`config.mk`:
```
export PLATFORM = sky130hd
export DESIGN_NAME = pcseq_top
export DESIGN_NICKNAME = d
export VERILOG_FILES = /design/src/pcseq_sync.v /design/src/pcseq_tick.v /design/src/pcseq_top.v
export VERILOG_INCLUDE_DIRS = /design/src /design/src/common
export SDC_FILE = /design/constraint.sdc
export NUM_CORES = 1
export LEC_CHECK = 0
export ABC_AREA = 1
export BUFFER_PORTS_ARGS = -buffer_cell sky130_fd_sc_hd__clkbuf_2
export CAP_MARGIN = 10
export CORE_MARGIN = 10
export CORE_UTILIZATION = 25
export CTS_BUF_LIST = sky130_fd_sc_hd__clkbuf_4
export DETAILED_ROUTE_END_ITERATION = 10
export GPL_TIMING_DRIVEN = 1
export SLEW_MARGIN = 20
export SYNTH_ARGS = -nofsm -noshare
export SYNTH_HDL_FRONTEND = slang
export SYNTH_SLANG_ARGS = --single-unit
export TNS_END_PERCENT = 10
```
`constraint.sdc`:
```
create_clock -name clk_sys_i -period 4.5 [get_ports clk_sys_i]
set_input_delay 0.45 -clock clk_sys_i [delete_from_list [all_inputs] [get_ports clk_sys_i]]
set_output_delay 0.45 -clock clk_sys_i [all_outputs]
set_load 0.005 [all_outputs]
```
`src/common/pcseq_consts.vh`:
```
// Constants of the purge cycle sequencer
`ifndef PCSEQ_CONSTS_VH
`define PCSEQ_CONSTS_VH
`define PCSEQ_CLK_HZ        100000000
`define PCSEQ_SEC_S         1
`define PCSEQ_SEC_CYC       (`PCSEQ_SEC_S * `PCSEQ_CLK_HZ)
`define PCSEQ_TICK_W        27
`define PCSEQ_MOVE_TMO_S    16'h0028
`define PCSEQ_AUTO_ZERO_S   16'h000a
`define PCSEQ_MIN_S         16'h003c
`define PCSEQ_TEMP_LIMIT    16'h0190
`define PCSEQ_ST_W          4
`define PCSEQ_ST_HOME       4'h0
`define PCSEQ_ST_GO_ZERO    4'h1
`define PCSEQ_ST_ZERO       4'h2
`define PCSEQ_ST_GO_CH1     4'h3
`define PCSEQ_ST_PURGE1     4'h4
`define PCSEQ_ST_GO_CH2     4'h5
`define PCSEQ_ST_PURGE2     4'h6
`define PCSEQ_ST_GO_HOME    4'h7
`define PCSEQ_ST_SETTLE     4'h8
`define PCSEQ_ST_FAULT      4'h9
`define PCSEQ_POS_HOME      2'h0
`define PCSEQ_POS_ZERO      2'h1
`define PCSEQ_POS_CH1       2'h2
`define PCSEQ_POS_CH2       2'h3
`endif

```
`src/pcseq_sync.v`:
```
// Two flip-flop synchroniser for a group of pin inputs
`timescale 1ns/1ns
module pcseq_sync #(
    parameter W = 1
) (
    input  wire         clk_sys_i,
    input  wire         arst_n_i,
    input  wire [W-1:0] d_i,
    output wire [W-1:0] q_o
);
    reg [W-1:0] s1_r;
    reg [W-1:0] s2_r;
    always @(posedge clk_sys_i or negedge arst_n_i) begin
        if (!arst_n_i) begin
            s1_r <= {W{1'b0}};
            s2_r <= {W{1'b0}};
        end else begin
            s1_r <= d_i;
            s2_r <= s1_r;
        end
    end
    assign q_o = s2_r;
endmodule // pcseq_sync

```
`src/pcseq_tick.v`:
```
// One-second tick generator
`timescale 1ns/1ns
`include "pcseq_consts.vh"
module pcseq_tick #(
    parameter [`PCSEQ_TICK_W-1:0] SEC_CYC = `PCSEQ_SEC_CYC
) (
    input  wire clk_sys_i,
    input  wire arst_n_i,
    output reg  tick_o
);
    reg [`PCSEQ_TICK_W-1:0] cnt_r;
    always @(posedge clk_sys_i or negedge arst_n_i) begin
        if (!arst_n_i) begin
            cnt_r  <= {`PCSEQ_TICK_W{1'b0}};
            tick_o <= 1'b0;
        end else if (cnt_r >= SEC_CYC - 1'b1) begin
            cnt_r  <= {`PCSEQ_TICK_W{1'b0}};
            tick_o <= 1'b1;
        end else begin
            cnt_r  <= cnt_r + 1'b1;
            tick_o <= 1'b0;
        end
    end
endmodule // pcseq_tick

```
`src/pcseq_top.v`:
```
// Purge cycle sequencer for an air purge unit
//
// What this block does
// - Fallback current on flow outputs when calculation fails
// - Collective alarm on any calculation error
// - Start only with valid temperature below 400
// - Home shows time to purge or waiting
// - Freeze dp, pressure, temperature inputs during cycle
// - Hold displayed values and outputs during cycle
// - Counters and pulse outputs keep last rate
// - Mirrored transmitter current held on first output
// - Start on timer expiry or external trigger
// - First move drives to zero-point position
// - Zero check 10 s auto, else configured
// - Move and purge chamber one, then two
// - After second purge drive back home
// - Settle configured time at home, then resume
// - Show move countdown against 40 s maximum
// - Move timeout flags destination-not-reached fault
// - Show remaining and configured time in dwells
// - Auto zero hides remaining time in check
// - Optional status signal during purge cycle
// - Timer minutes set interval between cycles
`timescale 1ns/1ns
`include "pcseq_consts.vh"
module pcseq_top #(
    parameter [`PCSEQ_TICK_W-1:0] SEC_CYC = `PCSEQ_SEC_CYC
) (
    input  wire        clk_sys_i,
    input  wire        arst_n_i,
    input  wire        unit_enable_i,
    input  wire        timer_on_i,
    input  wire [15:0] timer_min_i,
    input  wire        auto_zero_i,
    input  wire [15:0] zero_check_s_i,
    input  wire [15:0] purge_s_i,
    input  wire [15:0] settle_s_i,
    input  wire        status_en_i,
    input  wire        start_cmd_i,
    input  wire        fault_clr_i,
    input  wire        ext_trig_i,
    input  wire [1:0]  pos_fb_i,
    input  wire        pos_valid_i,
    input  wire        temp_valid_i,
    input  wire [15:0] temp_i,
    input  wire [15:0] dp_i,
    input  wire [15:0] press_i,
    input  wire [15:0] flow_rate_i,
    input  wire [15:0] aout_i,
    input  wire [15:0] fallback_i,
    input  wire        aout_is_flow_i,
    input  wire        aout_mirror_i,
    input  wire [15:0] tx_current_i,
    input  wire        calc_err_i,
    output reg         drive_on_o,
    output reg  [1:0]  drive_target_o,
    output reg  [3:0]  state_o,
    output reg         cycle_active_o,
    output reg         status_o,
    output reg         alarm_o,
    output reg         fault_o,
    output reg         wait_ext_o,
    output reg  [15:0] remain_s_o,
    output reg  [15:0] total_s_o,
    output reg         remain_show_o,
    output reg  [15:0] dp_o,
    output reg  [15:0] press_o,
    output reg  [15:0] temp_o,
    output reg  [15:0] rate_o,
    output reg  [15:0] aout_o,
    output reg  [31:0] total_o
);
    wire [3:0] pin_q;
    wire       trig_s;
    wire [1:0] pos_s;
    wire       pos_ok_s;
    wire       tick;
    reg        trig_d_r;
    reg [3:0]  st_r;
    reg [3:0]  st_nxt;
    reg [15:0] cnt_r;
    reg [15:0] cnt_nxt;
    reg [31:0] wait_r;
    reg        go;
    reg        start_ok;
    wire       trig_edge;
    wire       active;

    // Trigger and position feedback come from pins
    // Code and valid pass the same two stages, so a move is only
    // taken as done when both agree after synchronisation; a one-cycle
    // skew between them merely delays arrival by a clock
    pcseq_sync #(.W(4)) u_sync (
        .clk_sys_i (clk_sys_i),
        .arst_n_i  (arst_n_i),
        .d_i       ({ext_trig_i, pos_valid_i, pos_fb_i}),
        .q_o       (pin_q)
    );
    assign trig_s   = pin_q[3];
    assign pos_ok_s = pin_q[2];
    assign pos_s    = pin_q[1:0];

    pcseq_tick #(.SEC_CYC(SEC_CYC)) u_tick (
        .clk_sys_i (clk_sys_i),
        .arst_n_i  (arst_n_i),
        .tick_o    (tick)
    );

    function is_move;
        input [3:0] s;
        begin
            is_move = (s == `PCSEQ_ST_GO_ZERO) || (s == `PCSEQ_ST_GO_CH1) ||
                      (s == `PCSEQ_ST_GO_CH2) || (s == `PCSEQ_ST_GO_HOME);
        end
    endfunction

    function [1:0] target_of;
        input [3:0] s;
        begin
            case (s)
                `PCSEQ_ST_GO_ZERO: target_of = `PCSEQ_POS_ZERO;
                `PCSEQ_ST_GO_CH1:  target_of = `PCSEQ_POS_CH1;
                `PCSEQ_ST_GO_CH2:  target_of = `PCSEQ_POS_CH2;
                default:           target_of = `PCSEQ_POS_HOME;
            endcase
        end
    endfunction

    assign trig_edge = trig_s & ~trig_d_r;
    assign active    = (st_r != `PCSEQ_ST_HOME) && (st_r != `PCSEQ_ST_FAULT);

    // Interval in seconds; computed from timer_min_i even when timer off
    // Product is kept at full width so long intervals do not wrap;
    // the display shows only the low half, a known limitation
    wire [31:0] interval_s = timer_min_i * `PCSEQ_MIN_S;

    always @* begin
        go       = start_cmd_i | trig_edge | (timer_on_i && tick && wait_r == 32'h0000_0000);
        start_ok = temp_valid_i && (temp_i < `PCSEQ_TEMP_LIMIT);
        st_nxt   = st_r;
        cnt_nxt  = cnt_r;
        if (is_move(st_r)) begin
            if (pos_ok_s && pos_s == target_of(st_r)) begin
                case (st_r)
                    `PCSEQ_ST_GO_ZERO: begin
                        st_nxt  = `PCSEQ_ST_ZERO;
                        cnt_nxt = auto_zero_i ? `PCSEQ_AUTO_ZERO_S : zero_check_s_i;
                    end
                    `PCSEQ_ST_GO_CH1: begin
                        st_nxt  = `PCSEQ_ST_PURGE1;
                        cnt_nxt = purge_s_i;
                    end
                    `PCSEQ_ST_GO_CH2: begin
                        st_nxt  = `PCSEQ_ST_PURGE2;
                        cnt_nxt = purge_s_i;
                    end
                    default: begin
                        st_nxt  = `PCSEQ_ST_SETTLE;
                        cnt_nxt = settle_s_i;
                    end
                endcase
            end else if (tick) begin
                if (cnt_r <= 16'h0001)
                    st_nxt = `PCSEQ_ST_FAULT;
                cnt_nxt = cnt_r - 16'h0001;
            end
        end else begin
            case (st_r)
                `PCSEQ_ST_HOME: begin
                    if (unit_enable_i && go && start_ok) begin
                        st_nxt  = `PCSEQ_ST_GO_ZERO;
                        cnt_nxt = `PCSEQ_MOVE_TMO_S;
                    end
                end
                `PCSEQ_ST_ZERO, `PCSEQ_ST_PURGE1, `PCSEQ_ST_PURGE2, `PCSEQ_ST_SETTLE: begin
                    if (cnt_r == 16'h0000 || (tick && cnt_r == 16'h0001)) begin
                        cnt_nxt = `PCSEQ_MOVE_TMO_S;
                        case (st_r)
                            `PCSEQ_ST_ZERO:   st_nxt = `PCSEQ_ST_GO_CH1;
                            `PCSEQ_ST_PURGE1: st_nxt = `PCSEQ_ST_GO_CH2;
                            `PCSEQ_ST_PURGE2: st_nxt = `PCSEQ_ST_GO_HOME;
                            default: begin
                                st_nxt  = `PCSEQ_ST_HOME;
                                cnt_nxt = 16'h0000;
                            end
                        endcase
                    end else if (tick) begin
                        cnt_nxt = cnt_r - 16'h0001;
                    end
                end
                `PCSEQ_ST_FAULT: begin
                    if (fault_clr_i)
                        st_nxt = `PCSEQ_ST_HOME;
                end
                default: st_nxt = `PCSEQ_ST_HOME;
            endcase
        end
    end

    always @(posedge clk_sys_i or negedge arst_n_i) begin
        if (!arst_n_i) begin
            st_r           <= `PCSEQ_ST_HOME;
            cnt_r          <= 16'h0000;
            wait_r         <= 32'h0000_0000;
            trig_d_r       <= 1'b0;
            drive_on_o     <= 1'b0;
            drive_target_o <= `PCSEQ_POS_HOME;
            state_o        <= `PCSEQ_ST_HOME;
            cycle_active_o <= 1'b0;
            status_o       <= 1'b0;
            alarm_o        <= 1'b0;
            fault_o        <= 1'b0;
            wait_ext_o     <= 1'b0;
            remain_s_o     <= 16'h0000;
            total_s_o      <= 16'h0000;
            remain_show_o  <= 1'b0;
            dp_o           <= 16'h0000;
            press_o        <= 16'h0000;
            temp_o         <= 16'h0000;
            rate_o         <= 16'h0000;
            aout_o         <= 16'h0000;
            total_o        <= 32'h0000_0000;
        end else begin
            st_r     <= st_nxt;
            cnt_r    <= cnt_nxt;
            trig_d_r <= trig_s;
            // Interval restarts after every cycle end and on any start attempt
            if (st_r != `PCSEQ_ST_HOME || go)
                wait_r <= interval_s;
            else if (tick && wait_r != 32'h0000_0000)
                wait_r <= wait_r - 32'h0000_0001;
            // Drive is cut as soon as the fault state is entered
            // Outputs follow the next state so drive and state never
            // disagree for a cycle at a move boundary
            drive_on_o     <= is_move(st_nxt);
            drive_target_o <= target_of(st_nxt);
            state_o        <= st_nxt;
            cycle_active_o <= active;
            status_o       <= status_en_i & active;
            fault_o        <= (st_nxt == `PCSEQ_ST_FAULT);
            alarm_o        <= calc_err_i;
            wait_ext_o     <= (st_r == `PCSEQ_ST_HOME) && !timer_on_i;
            // Time fields by state
            if (st_r == `PCSEQ_ST_HOME) begin
                remain_s_o    <= wait_r[15:0];
                total_s_o     <= interval_s[15:0];
                remain_show_o <= timer_on_i;
            end else if (is_move(st_r)) begin
                remain_s_o    <= cnt_r;
                total_s_o     <= `PCSEQ_MOVE_TMO_S;
                remain_show_o <= 1'b1;
            end else if (st_r == `PCSEQ_ST_FAULT) begin
                remain_s_o    <= 16'h0000;
                total_s_o     <= `PCSEQ_MOVE_TMO_S;
                remain_show_o <= 1'b0;
            end else begin
                remain_s_o <= cnt_r;
                case (st_r)
                    `PCSEQ_ST_ZERO:   total_s_o <= auto_zero_i ? `PCSEQ_AUTO_ZERO_S : zero_check_s_i;
                    `PCSEQ_ST_SETTLE: total_s_o <= settle_s_i;
                    default:          total_s_o <= purge_s_i;
                endcase
                remain_show_o <= !(st_r == `PCSEQ_ST_ZERO && auto_zero_i);
            end
            // Measured values only track outside the cycle
            if (!active) begin
                dp_o    <= dp_i;
                press_o <= press_i;
                temp_o  <= temp_i;
                rate_o  <= flow_rate_i;
                if (aout_mirror_i)
                    aout_o <= tx_current_i;
                else if (aout_is_flow_i && calc_err_i)
                    aout_o <= fallback_i;
                else
                    aout_o <= aout_i;
            end
            // Totaliser keeps counting at the held rate through a cycle
            if (tick)
                total_o <= total_o + {16'h0000, rate_o};
        end
    end
endmodule // pcseq_top

```
==> flow_summary.yaml, run 1 <==
global_route:
  antenna_found_initial: 7
  overflow: 0
  grt_first_pass_wirelength_microns: 87400
  grt_usage: 0.1534
  grt_pass1_vias: 15600
  grt_max_degree: 93
yosys:
  yosysSeqAreaShare: 0.3916
  synth_compound_gate_area_share: 0.1004
  synth_warnings: 0
  synth-xor-area-share: 0.04078
  synth_mux_area_frac: 0
  synthAdderAreaFrac: 0.07443
  syn_nets: 2312
  avgSynthCellArea_sq_um: 7.559
  yosys.area.top_type: "dfrtp_1"
  ys_ff_latch: 242
  synth_top_family_by_area: "simple AND/OR/NAND/NOR gates"
  synthCells: 2046
  ys.flop_type: "dfrtp_1"
  yosys-top-cells-area: "dfrtp_1 (39%), nand2_1 (14%), nor2_1 (5.0%)"
  synth_top_area_share: 0.3916
  netlist_area_sq_um: 15460
  synth_common_cells: "nand2_1 (582), dfrtp_1 (242), nor2_1 (204)"
  async_flop_share: 1.000
  ys_types: 56
  synth_edf_count: 0
  synth-simple-area-share: 0.3184
  synth.most_common_cell: "nand2_1"
critical_path:
  path_cells: "dlygate4sd3_1, clkbuf_2, fa_1, fa_1, inv_1, fa_1, o21ai_0, nand2_1, nand2_1, nand3_1, nand3_1, nand2_1, nand2_1, o21ai_0"
  startpoint_type: "input port"
  crit_buf_inv: 3
  cp.required_ps: 5120
  arrival_ps: 3750
  timing.critical_path.mode_cell: "nand2_1"
  cp.depth: 14
  path_class: "in -> reg"
  critPathMaxFanout: 4
  cpPeakStageDelay_ps: 540
  crit_family: "adder cells"
  worst-r2r-cell-count: 9
  slowest_stage: "dlygate4sd3_1"
  end_kind: "flop"
min_path:
  hold_depth: 3
  hp-class: "in -> reg"
clock_network:
  numClockSinks: 242
  clkSlewWorstSetupHoldPaths_ps: 60
  post_cts_resized: 0
  clk_latency_ps: 790
  cts_buffers: 73
  clockBufferDepth: 3
  root_buffer: "clkbuf_4"
  cts.htree.levels: 3
  cts_tree: "built"
sta:
  whs_ps: 112.8
  period_share: 0.6953
  tightest_slew_ps: 852.0
  fin_crit_ps: 3129
  finalMaxSlewViolations: 0
  rsz0062_at_grt: "no"
  finalSetupViolCount: 0
  relSlewSlack: 0.4314
  fmax_ghz: 0.3196
  hold_viol_final: 0
  worst_clock_skew_ps: 55.96
  fin_setup_tns_ps: 0
power:
  p_sw_uw: 5216
  p_sw_frac: 0.4714
  leakagePower_uw: 0.01014
  p_seq_frac: 0.317
  combPwrFrac: 0.495
  p_clk_frac: 0.188
  powerDensity_nw_per_um2: 552.8
  irDropWorstVdd_uv: 282.6
  intPower_uw: 5848
place:
  gp_congestion: 0.9048
  placed_area_sq_um: 17960
  dpl.hpwl_microns: 42760
  port_buffers: 348
routing:
  wirelength_met1_microns: 24770
  routed_wl_microns: 56330
  drt-pass1-iter-count: 5
  final_antenna_net_count: 0
  routed_via_density: 4.624
  drt_iter0_markers: 1145
  highest_layer: "met4"
  drc: 0
  via_count: 15570
  wire_per_inst_microns: 16.72
  wl_met3_microns: 4868
  wl_met2_microns: 24710
floorplanning:
  fp.dieW_microns: 268.7
  die_h_microns: 268.7
  rows: 91
  core-area_sq_um: 61480
  fp.dieArea_sq_um: 72210
  start_util: 0.2515
  ios: 349
cells_and_area:
  nNetsFinal: 2802
  reg_top3: "total_o: 32 flops, wait_r: 32 flops, u_tick.cnt_r: 27 flops"
  area_growth_pct: 29.42
  drive_gt1_frac: 0.2123
  utilization: 0.3255
  design_area_sq_um: 20010
  n_fill_cell: 6568
run:
  cap_violations: 0
outcome:
  outcome: "finished, final reports clean"
## worst min-delay path, stage by stage
cell and delay, ps:
clkbuf_2 100, a21oi_1 120, o21ai_0 160
## cell families (layout without fill, tap and decap cells)
| logic type | after synthesis | count (layout) |
|---|---|---|
| AND/OR/NAND/NOR | 1099 | 1099 |
| XOR/XNOR | 72 | 72 |
| adder cells (fa/ha/maj) | 74 | 74 |
| AO/OA/AOI/OAI | 283 | 283 |
| flip-flops | 242 | 242 |
| other | 0 | 2 |
| buffers and inverters | 276 | 806 |
## metal layers
metal,vias up,track usage
li1,7660,-
met1,7204,0.1961
met2,596,0.2383
met3,113,0.04331
met4,0,0.06710
met5,-,0
## what timing repair did
action	CTS	global route
setup endpoints to repair	0	0
buffers inserted	0	0
endpoints found under the hold margin	189	0
hold buffers	119	0
## metrics by stage
step                setup slack, ps  cells  power [uW]
detailed placement             1067   3132        8787
global route                   1180   3367       12060
CTS                            1496   3366       11210
floorplan                      1520   2046        6609
global placement               1120   3132        8741
finish                         1371   3368       11060
## path summary, 6_finish.rpt
path / startpoint / slack [ps] / end
worst max-delay path: timer_min_i[0] / 1370 / total_s_o[14]
worst min-delay path: purge_s_i[13] / 110 / total_s_o[13]
worst max register to register: state_o[3] / 1570 / total_s_o[5]
worst min register to register: u_sync.s1_r[0] / 350 / u_sync.q_o[0]
max in group asynchronous: arst_n_i / 3140 / status_o
min in group asynchronous: arst_n_i / 280 / alarm_o
## cells in the final DEF (no fill, tap or decap), types with 7 or more instances in the layout
cell type / synthesis / layout
inv_1: 200 / 199
nand2_2: 7 / 7
buf_4: 5 / 9
clkbuf_4: 0 / 89
dfrtp_1: 242 / 242
nor2_2: 18 / 18
o21ai_0: 90 / 90
clkinv_1: 2 / 16
nand4_1: 31 / 31
nor2_1: 204 / 204
xnor2_1: 25 / 25
dlygate4sd3_1: 0 / 119
o211ai_1: 10 / 10
nand3_2: 17 / 17
nor3_1: 30 / 30
clkbuf_2: 0 / 347
or3_1: 16 / 16
nand2_1: 582 / 582
o21ai_1: 25 / 25
nand3_1: 143 / 143
fa_1: 30 / 30
nor2_4: 7 / 7
nor4_1: 15 / 14
ha_1: 44 / 44
a21oi_1: 116 / 116
inv_2: 10 / 12
xor2_1: 47 / 47
o22ai_1: 16 / 16
## power groups by stage
stage	clock network, uW	registers (uW)	logic, uW
after floorplan	0	3410	3200
after detailed placement	0	3540	5240
after CTS	2200	3510	5500
after global routing	2320	3610	6130
after global placement	0	3540	5210
final	2080	3510	5470
## cell type report
type / count / area (sq um) / area share
Sequential cell: 242 / 6056 / 0.3026
Inverter: 213 / 802.0 / 0.04007
Clock inverter: 26 / 178.9 / 0.008940
Tap cell: 790 / 988.4 / 0.04939
Timing Repair Buffer: 478 / 3050 / 0.1524
Antenna cell: 2 / 5.005 / 0.0002501
Multi-Input combinational cell: 1528 / 8265 / 0.4130
Clock buffer: 89 / 668.1 / 0.03338
Power figures use the tool's default switching activity.
==> inputs of run 2 (changes only) <==
==> constraint.sdc (replaced) <==
create_clock -name clk_sys_i -period 2.7 [get_ports clk_sys_i]
set_input_delay 0.27 -clock clk_sys_i [delete_from_list [all_inputs] [get_ports clk_sys_i]]
set_output_delay 0.27 -clock clk_sys_i [all_outputs]
set_load 0.005 [all_outputs]
==> flow_summary.yaml, run 2 (synthesized netlist as in run 1, its figures left out) <==
floorplanning:
  die_h_microns: 268.7
  core-area_sq_um: 61480
  fp.dieW_microns: 268.7
  ios: 349
  rows: 91
  start_util: 0.2515
  fp.dieArea_sq_um: 72210
routing:
  routed_via_density: 4.583
  drt_iter0_markers: 1039
  via_count: 16100
  routed_wl_microns: 57830
  final_antenna_net_count: 0
  drc: 0
  wire_per_inst_microns: 16.46
  drt-pass1-iter-count: 5
sta:
  finalSetupViolCount: 0
  relSlewSlack: 0.4462
  tightest_slew_ps: 827.7
  fmax_ghz: 0.3725
  worst_clock_skew_ps: 65.07
  finalMaxSlewViolations: 0
  period_share: 0.9944
  whs_ps: 81.92
  hold_viol_final: 0
  fin_crit_ps: 2685
  rsz0062_at_grt: "yes"
critical_path:
  critPathMaxFanout: 3
  crit_family: "buffers and inverters"
  path_cells: "clkbuf_2, dlygate4sd3_1, buf_4, ha_1, fa_1, inv_1, fa_2, a32o_1, dlygate4sd3_1, inv_1"
  slowest_stage: "fa_2"
  startpoint_type: "input port"
  end_kind: "flop"
  cp.required_ps: 3390
  arrival_ps: 3370
  cpPeakStageDelay_ps: 610
  crit_buf_inv: 6
  path_class: "in -> reg"
clock_network:
  clockBufferDepth: 3
  cts_tree: "built"
  root_buffer: "clkbuf_4"
  clkSlewWorstSetupHoldPaths_ps: 70
  clk_latency_ps: 790
  cts_buffers: 75
  numClockSinks: 242
  cts.htree.levels: 3
cells_and_area:
  nNetsFinal: 2928
  layout_common_cells: "nand2_1 (581), clkbuf_2 (347), dfrtp_1 (241)"
  n_fill_cell: 6478
  design_area_sq_um: 21280
  final_common_cell: "nand2_1"
  drive_gt1_frac: 0.2359
  layoutNonFillerInstCount: 3513
  reg_top3: "total_o: 32 flops, wait_r: 32 flops, u_tick.cnt_r: 27 flops"
  area_growth_pct: 37.58
min_path:
  hp-class: "in -> reg"
place:
  gp_congestion: 0.9233
  port_buffers: 348
  dpl.hpwl_microns: 43670
  dp.cells: 3208
  placed_area_sq_um: 18600
power:
  irDropWorstVdd_uv: 829.5
  powerDensity_nw_per_um2: 925.8
  leakagePower_uw: 0.01078
  fin_total_pwr_uw: 19700
outcome:
  outcome: "finished, final reports clean"
global_route:
  grt_first_pass_wirelength_microns: 90130
  grt_usage: 0.1571
  overflow: 0
  grt_pass1_vias: 16270
  antenna_found_initial: 4
  grt_max_degree: 86
run:
  cap_violations: 0
-- run 2: changes by cell type in the layout (fill, tap and decap cells not counted), sizes merged --
cell         delta
buf            +79
bufinv          +1
clkbuf         +11
clkinv          +7
clkinvlp        +1
diode           +4
dlygate4sd3    +45
inv             -3
-- run 2: through the flow --
step / setup slack [ps] / util / TNS (ps)
2_1_floorplan: 1.995 / - / 0
3_3_place_gp: -314.9 / 0.3025 / -5768
3_5_place_dp: -391.9 / 0.3025 / -6921
4_1_cts: 57.34 / 0.3453 / 0
5_1_grt: 3.939 / 0.3459 / 0
6_report: 15.19 / 0.3461 / 0
-- run 2: worst reg2reg max path: cells and delay by family, from the launching register on --
| kind | cells | cell delay (ps) |
|---|---|---|
| buf+inv | 4 | 1070 |
| compound gates | 2 | 580 |
| simple gates | 3 | 320 |
| flops | 1 | 440 |
-- run 2: what timing repair did --
| action | in CTS | in global routing |
|---|---|---|
| hold buffers | 165 | 0 |
| setup endpoints to repair | 0 | 19 |
| buffers inserted | 0 | 2 |
| gates resized for setup | 0 | 7 |
| hold endpoints to repair | 372 | 0 |
-- run 2: path summary, 6_finish.rpt --
path	to	cells after the start	from	slack, ps
worst max-delay path	total_s_o[5]	10	timer_min_i[0]	20
worst min-delay path	cnt_r[1]	7	zero_check_s_i[1]	80
worst max register to register	aout_o[3]	9	state_o[3]	160
worst min register to register	u_sync.q_o[3]	0	u_sync.s1_r[3]	340
max in group asynchronous	state_o[1]	4	arst_n_i	1450
min in group asynchronous	total_o[6]	3	arst_n_i	560
-- run 2: routing by layer --
metal,share of wire,vias up,global-route usage,wire length [microns]
met5,0.00031,-,0,18
met4,0.031,2,0.05981,1815
met3,0.081,114,0.03793,4693
met2,0.45,574,0.2542,26260
met1,0.43,7484,0.1998,25030
li1,-,7926,-,-
-- run 2: report_power, final --
part           switching [uW]  internal, uW
Clock                    1820          2020
Sequential                995          4850
Combinational            6070          3930
Total                    8890         10800
-- run 2: cell type report --
cell class / count / area [sq um] / area share
Tap cell: 790 / 988.4 / 0.04646
Antenna cell: 6 / 15.01 / 0.0007057
Timing Repair Buffer: 602 / 4160 / 0.1955
Clock buffer: 100 / 750.7 / 0.03528
Sequential cell: 242 / 6057 / 0.2847
Inverter: 213 / 812.0 / 0.03817
Multi-Input combinational cell: 1528 / 8272 / 0.3888
Clock inverter: 32 / 221.5 / 0.01041
==> inputs of run 3 (changes only) <==
--- a/config.mk
+++ b/config.mk
@@ -9,6 +9,7 @@
 export ABC_AREA = 1
 export BUFFER_PORTS_ARGS = -buffer_cell sky130_fd_sc_hd__clkbuf_2
 export CAP_MARGIN = 10
+export CORE_ASPECT_RATIO = 0.6
 export CORE_MARGIN = 10
 export CORE_UTILIZATION = 25
 export CTS_BUF_LIST = sky130_fd_sc_hd__clkbuf_4
==> flow_summary.yaml, run 3 (synthesized netlist as in run 1, its figures left out) <==
global_route:
  grt_usage: 0.1689
  antenna_found_initial: 6
  grt_pass1_vias: 15980
  overflow: 0
  grt_max_degree: 86
  grt_first_pass_wirelength_microns: 95830
routing:
  drt-pass1-iter-count: 7
  drt_iter0_markers: 1449
  final_antenna_net_count: 0
  drc: 0
  routed_wl_microns: 63000
  routed_via_density: 4.623
  via_count: 16340
  wire_per_inst_microns: 17.83
sta:
  period_share: 0.9818
  finalMaxSlewViolations: 0
  tightest_slew_ps: 869.1
  layout_setup_ws_ps: 49.07
  relSlewSlack: 0.4185
  finalSetupViolCount: 0
  hold_viol_final: 0
  fin_crit_ps: 2651
  worst_clock_skew_ps: 63.63
  rsz0062_at_grt: "yes"
  fmax_ghz: 0.3772
  fin_setup_tns_ps: 0
clock_network:
  clkSlewWorstSetupHoldPaths_ps: 70
  post_cts_buffers: 0
  cts_tree: "built"
  cts.htree.levels: 3
  clk_latency_ps: 820
  numClockSinks: 242
  cts_buffers: 67
  clockBufferDepth: 3
  root_buffer: "clkbuf_4"
critical_path:
  path_class: "reg -> reg"
  rr_endpoint: "total_s_o[2]"
  worstSetupStartpoint: "state_o[1]"
  r2r_start: "state_o[1]"
  cpPeakStageDelay_ps: 640
  critPathMaxFanout: 16
  worst-r2r-cell-count: 8
  crit_buf_inv: 4
  path_cells: "inv_2, nand3_1, buf_4, nand2_1, inv_1, a221oi_1, dlygate4sd3_1, o21ai_0"
  end_kind: "flop"
  arrival_ps: 3380
  slowest_stage: "dlygate4sd3_1"
  crit_family: "buffers and inverters"
  cp.required_ps: 3430
  crit_end: "total_s_o[2]"
  reg2reg_slack_ps: 50
  cp.depth: 8
  startpoint_type: "flop"
power:
  p_seq_frac: 0.299
  p_sw_frac: 0.4669
  combPwrFrac: 0.524
  p_clk_frac: 0.177
  irDropWorstVdd_uv: 878.9
  intPower_uw: 10430
  powerDensity_nw_per_um2: 922.5
  leakagePower_uw: 0.01073
  p_sw_uw: 9140
floorplanning:
  core-area_sq_um: 61050
  start_util: 0.2533
  die_h_microns: 212.7
  ios: 349
  fp.dieW_microns: 341.1
  fp.dieArea_sq_um: 72530
  rows: 70
min_path:
  hold_depth: 9
  hp-class: "in -> reg"
cells_and_area:
  area_growth_pct: 37.20
  drive_gt1_frac: 0.2315
  n_fill_cell: 6372
  reg_top3: "total_o: 32 flops, wait_r: 32 flops, u_tick.cnt_r: 27 flops"
  layout_common_cells: "nand2_1 (582), clkbuf_2 (347), dfrtp_1 (242)"
  nNetsFinal: 2920
  final_common_cell: "nand2_1"
outcome:
  outcome: "finished, final reports clean"
place:
  gp_congestion: 0.9859
  dp_slack_ps: -402.2
  dpl.hpwl_microns: 48250
  port_buffers: 348
run:
  cap_violations: 0
## run 3: changes by cell type in the layout (fill, tap and decap cells not counted), moves of 4 or more
cell / previous run / this run
buf_4: 82 / 77
clkbuf_4: 100 / 90
clkinv_2: 2 / 6
clkinv_1: 24 / 17
## run 3: final cells by class
cell class / count / area (sq um) / area share
timing repair buffer: 602 / 4202 / 0.1980
tap: 828 / 1036 / 0.04883
clock buffer: 90 / 675.6 / 0.03184
multi-input combinational: 1528 / 8267 / 0.3896
clock inverter: 25 / 156.4 / 0.007371
inverter: 213 / 810.8 / 0.03821
antenna: 6 / 15.01 / 0.0007076
sequential: 242 / 6056 / 0.2854
## run 3: metal layers
metal	part of all wire	vias up	GRT usage
met4	0.021	0	0.04473
met3	0.10	90	0.05375
li1	-	7906	-
met1	0.48	7618	0.2462
met2	0.40	722	0.2344
met5	0	-	0
## run 3: worst min path at each step
| stage | endpoint | slack (ps) | from |
|---|---|---|---|
| after floorplan | alarm_o | -30 | arst_n_i |
| after global placement | aout_o[14] | 320 | arst_n_i |
| after detailed placement | aout_o[14] | 320 | arst_n_i |
| after CTS | cnt_r[3] | 5 | zero_check_s_i[3] |
| after global routing | u_sync.s1_r[3] | 30 | ext_trig_i |
| final | cnt_r[9] | 100 | settle_s_i[9] |
## run 3: what timing repair did
item                       in CTS  in global routing
hold endpoints to repair      375                  0
hold buffers                  168                  0
gates resized for setup         0                  1
setup endpoints to repair       0                 10
## run 3: power by group through the flow
stage	clock [uW]	sequential, uW	combinational [uW]
floorplan	0	5680	5340
global placement	0	5880	9440
detailed placement	0	5880	9490
CTS	3630	5830	10200
global route	3830	5990	11300
finish	3460	5860	10300
## run 3: per-stage QoR
| step | hold slack [ps] | utilization | power [uW] | cells | instance area [sq um] |
|---|---|---|---|---|---|
| 6_report | 104.0 | 0.3476 | 19570 | 3534 | 21220 |
| 4_1_cts | 4.640 | 0.3473 | 19650 | 3528 | 21200 |
| 3_5_place_dp | 319.3 | 0.3059 | 15380 | 3245 | 18680 |
| 5_1_grt | 30.08 | 0.3476 | 21120 | 3534 | 21220 |
| 3_3_place_gp | 315.9 | 0.3059 | 15320 | 3245 | 18680 |
| 2_1_floorplan | -25.59 | - | 11020 | 2046 | 15480 |
## run 3: tightest hold or removal path, cell delays in order
cell      delay (ps)
clkbuf_2          80
inv_1             40
o21ai_0          140
a21oi_1           60
nand2_1           60
nand2_1           40
nand2_1           40
o21ai_1           50
o21ai_1           80
